<file path="config.mk">
export PLATFORM = sky130hd
export DESIGN_NAME = branch_unit
export DESIGN_NICKNAME = d
export VERILOG_FILES = /design/src/design/branch_unit_pkg.sv /design/src/design/branch_condition.sv /design/src/design/branch_unit.sv
export SDC_FILE = /design/constraint.sdc
export NUM_CORES = 1
export LEC_CHECK = 0
export ABC_AREA = 0
export BUFFER_PORTS_ARGS = -buffer_cell sky130_fd_sc_hd__clkbuf_2
export CORE_ASPECT_RATIO = 0.75
export CORE_MARGIN = 3
export CORE_UTILIZATION = 41
export CTS_BUF_LIST = sky130_fd_sc_hd__clkbuf_8
export DETAILED_ROUTE_END_ITERATION = 10
export GPL_ROUTABILITY_DRIVEN = 0
export SYNTH_ARGS = -nofsm -noshare
export SYNTH_HDL_FRONTEND = slang
export SYNTH_SLANG_ARGS = --single-unit
export TNS_END_PERCENT = 5
</file>
<file path="constraint.sdc">
create_clock -name clk_in -period 2.9 [get_ports clk_in]
set_input_delay 0.29 -clock clk_in [delete_from_list [all_inputs] [get_ports clk_in]]
set_output_delay 0.29 -clock clk_in [all_outputs]
set_load 0.005 [all_outputs]
</file>
<file path="src/design/branch_unit_pkg.sv">
// Constants shared by the conditional branch unit and its condition evaluator.
// Assumes a 32-bit APB register bus with an 8-bit byte address.
package branch_unit_pkg;

  // Register byte offsets, one aligned word each.
  localparam logic [7:0] CTRL_OFFSET   = 8'h00;
  localparam logic [7:0] FLAGS_OFFSET  = 8'h04;
  localparam logic [7:0] BRANCH_OFFSET = 8'h08;
  localparam logic [7:0] PC_OFFSET     = 8'h0C;
  localparam logic [7:0] STATUS_OFFSET = 8'h10;

  // Field positions in the control, flag and status words.
  localparam int CTRL_KIND_LSB    = 0;
  localparam int CTRL_START_BIT   = 8;
  localparam int FLAG_NEG_BIT     = 0;
  localparam int FLAG_OVF_BIT     = 1;
  localparam int FLAG_HALF_BIT    = 2;
  localparam int FLAG_XFER_BIT    = 3;
  localparam int STATUS_BUSY_BIT  = 0;
  localparam int STATUS_TAKEN_BIT = 1;
  localparam int STATUS_DONE_BIT  = 2;
  localparam int STATUS_CYC_LSB   = 4;

  // Values after reset.
  localparam logic [3:0] FLAGS_RESET = 4'h0;

  // Cycle counts of a finished branch.
  localparam logic [1:0] NOT_TAKEN_CYCLES = 2'h1;
  localparam logic [1:0] TAKEN_CYCLES     = 2'h2;

  // Branch kinds selected through the control word.
  typedef enum logic [2:0] {
    BR_SIGNED_LESS    = 3'h0,
    BR_HALF_SET       = 3'h1,
    BR_HALF_CLEAR     = 3'h2,
    BR_TRANSFER_SET   = 3'h3,
    BR_TRANSFER_CLEAR = 3'h4,
    BR_OVERFLOW_SET   = 3'h5
  } branch_kind_type;

  // Execution states, Gray coded along idle, evaluate, redirect.
  typedef enum logic [1:0] {
    ST_IDLE     = 2'b00,
    ST_EVAL     = 2'b01,
    ST_REDIRECT = 2'b11
  } exec_state_type;

endpackage

</file>
<file path="src/design/branch_condition.sv">
// Condition evaluator for the conditional branch unit.
// Assumes its flag inputs are held stable by the caller while it is read.
`timescale 1ns/1ps

module branch_condition
  import branch_unit_pkg::*;
(
  // Selection and status flags.
  input  wire branch_kind_type kind_in,
  input  wire logic            negative_in,
  input  wire logic            overflow_in,
  input  wire logic            half_carry_in,
  input  wire logic            transfer_in,
  // Decision.
  output logic                 take_out
);

  // Pure decode; codes outside the six kinds never branch.
  always_comb begin
    unique case (kind_in)
      BR_SIGNED_LESS:    take_out = negative_in ^ overflow_in; // see RL1
      BR_HALF_SET:       take_out = half_carry_in;             // see RL2
      BR_HALF_CLEAR:     take_out = ~half_carry_in;            // see RL3
      BR_TRANSFER_SET:   take_out = transfer_in;               // see RL4
      BR_TRANSFER_CLEAR: take_out = ~transfer_in;              // see RL5
      BR_OVERFLOW_SET:   take_out = overflow_in;               // see RL6
      default:           take_out = 1'b0;
    endcase
  end

endmodule

</file>
<file path="src/design/branch_unit.sv">
// Conditional relative-branch unit with an APB register slave.
// Assumes an APB master in the clk_in domain and synchronous inputs.
`timescale 1ns/1ps

// Notes on behaviour
// RL1 - Signed less branch adds offset plus one when negative xor overflow is one.
// RL2 - Half carry set branch adds offset plus one when half carry is one.
// RL3 - Half carry clear branch adds offset plus one when half carry is zero.
// RL4 - Transfer bit set branch adds offset plus one when transfer bit is one.
// RL5 - Transfer bit clear branch adds offset plus one when transfer bit is zero.
// RL6 - Overflow set branch adds offset plus one when overflow is one.
// RL7 - Untaken branch takes one cycle, taken branch takes two; no flag changes.
module branch_unit
  import branch_unit_pkg::*;
#(
  parameter int PC_WIDTH     = 16,
  parameter int OFFSET_WIDTH = 7
) (
  // Clock and reset.
  input  wire logic                clk_in,
  input  wire logic                rst_in,
  // APB slave.
  input  wire logic                psel_in,
  input  wire logic                penable_in,
  input  wire logic                pwrite_in,
  input  wire logic [7:0]          paddr_in,
  input  wire logic [31:0]         pwdata_in,
  output logic      [31:0]         prdata_out,
  output logic                     pready_out,
  output logic                     pslverr_out,
  // Core side.
  output logic      [PC_WIDTH-1:0] pc_out,
  output logic                     busy_out,
  output logic                     taken_out
);

  branch_kind_type         kind_q;
  logic [3:0]              flags_q;
  logic [OFFSET_WIDTH-1:0] offset_q;
  logic [PC_WIDTH-1:0]     pc_q;
  exec_state_type          state_q;
  logic                    busy_q;
  logic                    taken_q;
  logic                    done_q;
  logic [1:0]              count_q;
  logic                    pready_q;
  logic                    pslverr_q;
  logic [31:0]             prdata_q;
  logic                    take_w;
  logic                    access_w;
  logic                    write_w;
  logic                    start_w;

  // Sign-extends the offset and adds it plus one to the counter.
  function automatic logic [PC_WIDTH-1:0] redirect_target(input logic [PC_WIDTH-1:0] pc,
                                                          input logic [OFFSET_WIDTH-1:0] off);
    logic [PC_WIDTH-1:0] ext;
    ext = {{(PC_WIDTH-OFFSET_WIDTH){off[OFFSET_WIDTH-1]}}, off};
    return pc + ext + {{(PC_WIDTH-1){1'b0}}, 1'b1};
  endfunction

  // Steps the counter to the next instruction.
  function automatic logic [PC_WIDTH-1:0] step_pc(input logic [PC_WIDTH-1:0] pc);
    return pc + {{(PC_WIDTH-1){1'b0}}, 1'b1};
  endfunction

  // Tells whether a byte address hits a register.
  function automatic logic addr_ok(input logic [7:0] addr);
    return (addr == CTRL_OFFSET) || (addr == FLAGS_OFFSET) || (addr == BRANCH_OFFSET) ||
           (addr == PC_OFFSET) || (addr == STATUS_OFFSET);
  endfunction

  // Read multiplexer; unmapped addresses read as zero.
  function automatic logic [31:0] read_word(input logic [7:0] addr);
    logic [31:0] w;
    w = 32'h0000_0000;
    unique case (addr)
      CTRL_OFFSET:   w[CTRL_KIND_LSB +: 3] = kind_q;
      FLAGS_OFFSET:  w[3:0] = flags_q;
      BRANCH_OFFSET: w[OFFSET_WIDTH-1:0] = offset_q;
      PC_OFFSET:     w[PC_WIDTH-1:0] = pc_q;
      STATUS_OFFSET: begin
        w[STATUS_BUSY_BIT]       = busy_q;
        w[STATUS_TAKEN_BIT]      = taken_q;
        w[STATUS_DONE_BIT]       = done_q;
        w[STATUS_CYC_LSB +: 2]   = count_q;
      end
      default:       w = 32'h0000_0000;
    endcase
    return w;
  endfunction

  branch_condition u_condition (
    .kind_in       (kind_q),
    .negative_in   (flags_q[FLAG_NEG_BIT]),
    .overflow_in   (flags_q[FLAG_OVF_BIT]),
    .half_carry_in (flags_q[FLAG_HALF_BIT]),
    .transfer_in   (flags_q[FLAG_XFER_BIT]),
    .take_out      (take_w)
  );

  // One wait state: the answer comes on the second access cycle, which eases decode timing.
  assign access_w = psel_in & penable_in & ~pready_q;
  assign write_w  = psel_in & penable_in & pready_q & pwrite_in;
  assign start_w  = write_w & (paddr_in == CTRL_OFFSET) & pwdata_in[CTRL_START_BIT] &
                    (state_q == ST_IDLE);

  // APB answer path.
  always_ff @(posedge clk_in) begin
    if (rst_in) begin
      pready_q  <= 1'b0;
      pslverr_q <= 1'b0;
      prdata_q  <= 32'h0000_0000;
    end else begin
      pready_q  <= access_w;
      pslverr_q <= access_w & ~addr_ok(paddr_in);
      prdata_q  <= (access_w & ~pwrite_in) ? read_word(paddr_in) : 32'h0000_0000;
    end
  end

  // Set-up registers; frozen while a branch runs so the flags it reads hold still.
  always_ff @(posedge clk_in) begin
    if (rst_in) begin
      kind_q   <= BR_SIGNED_LESS;
      flags_q  <= FLAGS_RESET;
      offset_q <= '0;
    end else if (write_w && state_q == ST_IDLE) begin
      if (paddr_in == CTRL_OFFSET) begin
        kind_q <= branch_kind_type'(pwdata_in[CTRL_KIND_LSB +: 3]);
      end
      if (paddr_in == FLAGS_OFFSET) begin
        flags_q <= pwdata_in[3:0];
      end
      if (paddr_in == BRANCH_OFFSET) begin
        offset_q <= pwdata_in[OFFSET_WIDTH-1:0];
      end
    end
  end

  // Execution sequence: one cycle to evaluate, a second only when redirecting.
  always_ff @(posedge clk_in) begin
    if (rst_in) begin
      state_q <= ST_IDLE;
      busy_q  <= 1'b0;
      count_q <= 2'h0;
    end else begin
      unique case (state_q)
        ST_IDLE: begin
          if (start_w) begin
            state_q <= ST_EVAL;
            busy_q  <= 1'b1;
            count_q <= 2'h0;
          end
        end
        ST_EVAL: begin
          count_q <= count_q + 2'h1; // see RL7
          if (take_w) begin
            state_q <= ST_REDIRECT;
          end else begin
            state_q <= ST_IDLE;
            busy_q  <= 1'b0;
          end
        end
        ST_REDIRECT: begin
          count_q <= count_q + 2'h1; // see RL7
          state_q <= ST_IDLE;
          busy_q  <= 1'b0;
        end
      endcase
    end
  end

  // Program counter; software may load it only while idle.
  always_ff @(posedge clk_in) begin
    if (rst_in) begin
      pc_q <= '0;
    end else if (state_q == ST_EVAL && !take_w) begin
      pc_q <= step_pc(pc_q);
    end else if (state_q == ST_REDIRECT) begin
      pc_q <= redirect_target(pc_q, offset_q); // see RL1 see RL2 see RL3
    end else if (write_w && paddr_in == PC_OFFSET && state_q == ST_IDLE) begin
      pc_q <= pwdata_in[PC_WIDTH-1:0];
    end
  end

  // Outcome flags; a start clears them, evaluation loads the taken flag and a finished branch sets done.
  always_ff @(posedge clk_in) begin
    if (rst_in) begin
      taken_q <= 1'b0;
      done_q  <= 1'b0;
    end else if (start_w) begin
      taken_q <= 1'b0;
      done_q  <= 1'b0;
    end else if (state_q == ST_EVAL) begin
      taken_q <= take_w; // see RL4 see RL5 see RL6
      done_q  <= ~take_w;
    end else if (state_q == ST_REDIRECT) begin
      done_q  <= 1'b1;
    end
  end

  assign prdata_out  = prdata_q;
  assign pready_out  = pready_q;
  assign pslverr_out = pslverr_q;
  assign pc_out      = pc_q;
  assign busy_out    = busy_q;
  assign taken_out   = taken_q;
endmodule

</file>
==> results.cfg <==
[die]
start_util_pct = 43.8
die_area_um2 = 9930
core_um2 = 8200
die_w_um = 114
die_h_um = 87.1
io_pins = 97
rows = 28

[final_layout]
stdcell_area_um2 = 4140
final_net_count = 571
fillers = 821
area_growth_pct = 15.2
multi_input_area_um2 = 2320
seqCellArea_um2 = 1100
final_cells = 615
diodes = 0
final_util_pct = 50.5
drive_above_1_share_pct = 21.8

[global_route]
overflow = 0
grt_pass1_wl_um = 17300
grt_max_degree = 26
grt_use_total_pct = 22.2
grt_antenna_before_repair = 0
grt_pass1_vias = 3202

[clock_tree]
clk_pin_slew_ns = 0.11
cts_tree = built
clk_latency_ns = 0.32
holdBufCountCts = 0
numCtsBuffers = 5
cts-root-buf = clkbuf_8
cts_resized = 0
clock_path_buffers = 2
htree_levels = 2
cts.sinks = 55
post_cts_buffers = 0

[yosys]
synthFlopType = dfxtp_1
syn_avg_cell_area_um2 = 8.22
ys_seq_area_share_pct = 30.7
synthTopCellsByCount = 55 x dfxtp_1, 42 x nand2_1, 35 x a21oi_1
yosysTopAreaCellShare_pct = 30.7
synth_area_leaders = dfxtp_1 31%, ha_1 5.6%, a21oi_1 4.9%, nand2_1 4.4%, o21ai_0 3.6%
ys_types = 69
synth.most_common_cell = dfxtp_1
yosys.area.top_type = dfxtp_1
synth-seq-cells = 55
yosysWarnings = 0
synth-edff-count = 0
async_flop_share_pct = 0
syn_area_um2 = 3590
syn-instance-count = 437

[critical_path]
critPathMaxFanout = 3
path_cells = inv_1, ha_1, inv_1, fa_1, a211oi_1, o21bai_1, a221o_1, mux2i_1, o32a_1, o311a_1
critPathRequiredTime_ns = 3.12
critical_path_arrival_ns = 2.86
cp-end-kind = flop
crit_type = reg2reg
startpoint_type = flop
max_stage_delay_ns = 0.43
slowest_stage = fa_1
cp_common_cell = inv_1

[sta]
setup_viol = 0
layout_setup_ws_ns = 0.258
min_period_ns = 2.64
worstMarginPinSlew_ns = 0.783
finalMaxSlewViolations = 0
fin_hold_ws_ns = 0.212
max_freq_mhz = 378
period_share_pct = 91.1
rsz0062_at_grt = false
finalClockSkew_ns = 0.00474
finalHoldViolations = 0
tns_ns = 0
max_slew_margin_pct = 47.4

[pwr]
cellPowerDensity_nw_per_um2 = 308
peakVddDrop_uv = 197
p_leak_nw = 1.82
power_mw = 1.28

[placement]
dp_slack_ns = 0.291
place_area_um2 = 4050
hpwl_um = 8360
dp.cells = 607
io_buffers = 64

[detailed_routing]
vias_per_cell = 5.89
ant_nets = 0
routed_wl_um = 11000
dr.pass1.iters = 5
wire_per_inst_um = 17.9
drt_iter0_drc = 228
drc = 0
vias = 3620

[run_status]
status = completed

[flow_run]
maxCapViolCount = 0

[min_path]
hold_class = in2reg
power by group:
| group | internal [mW] | total, mW | switching [mW] |
|---|---|---|---|
| Clock | 0.174 | 0.451 | 0.277 |
| Sequential | 0.756 | 0.756 | 0.000497 |
| Combinational | 0.0243 | 0.0678 | 0.0435 |
| Total | 0.954 | 1.28 | 0.321 |
sequential cells by signal, summed over array words and instances, names as in the netlist, 2 cells and up:
signal	count
kind_q	3
pc_out	16
offset_q	7
flags_q	4
state_q	2
prdata_out	16
count_q	2
logic make-up after synthesis:
family	count (synthesis)	synth area share [%]
compound gates	128	23.9
xor+xnor	17	4.15
simple gates	160	23.8
other cells	1	0.104
flops	55	30.7
buf+inv	43	6.55
fa+ha+maj	17	6.13
mux	16	4.67
cell type report:
| type | count | share of cell area, % |
|---|---|---|
| Timing Repair Buffer | 82 | 11.0 |
| Clock inverter | 3 | 0.544 |
| Inverter | 11 | 0.998 |
| Sequential cell | 55 | 26.6 |
| Multi-Input combinational cell | 354 | 56.0 |
| Tap cell | 105 | 3.18 |
| Clock buffer | 5 | 1.66 |
layer usage:
metal	GRT usage (%)	wire length (um)	up-vias
li1	-	-	1734
met1	34.6	5580	1682
met2	30.7	4280	195
met3	5.63	1100	9
met4	3.88	83	0
met5	0	0	-
final timing paths:
check                           cells after the start  slack, ns          end         start
worst min register to register                      2       0.46  offset_q[0]   offset_q[0]
worst max-delay path                               10       0.26   pc_out[10]   offset_q[0]
worst min-delay path                                3       0.21  offset_q[4]  pwdata_in[4]
worst max register to register                     10       0.26   pc_out[10]   offset_q[0]
cells in the final DEF, fill, tap and decap left out, drive strengths merged, types with 3 or more instances in the layout:
cell    count
clkbuf     69
dfxtp      55
nand2      42
a21oi      36
nor2       28
o21ai      27
nand3      20
buf        18
ha         16
conb       16
and2       15
inv        12
xor2       11
mux2i      10
nor2b       9
nor3        9
nor4        8
a31oi       7
xnor2       6
nand2b      6
nand4       6
a22oi       6
mux2        6
a21o        5
and3        5
a221oi      5
or3         4
a311oi      3
a21boi      3
a211o       3
o211ai      3
o22ai       3
o21a        3
worst max-delay path: cells and delay by family, from the launching register on:
kind | cells | cell delay, ns
multiplexers | 1 | 0.20
buffers and inverters | 2 | 0.13
adder cells (fa/ha/maj) | 2 | 0.60
AO/OA/AOI/OAI | 5 | 1.29
flip-flops | 1 | 0.32
Note: power is estimated with default switching activity, not from simulation.
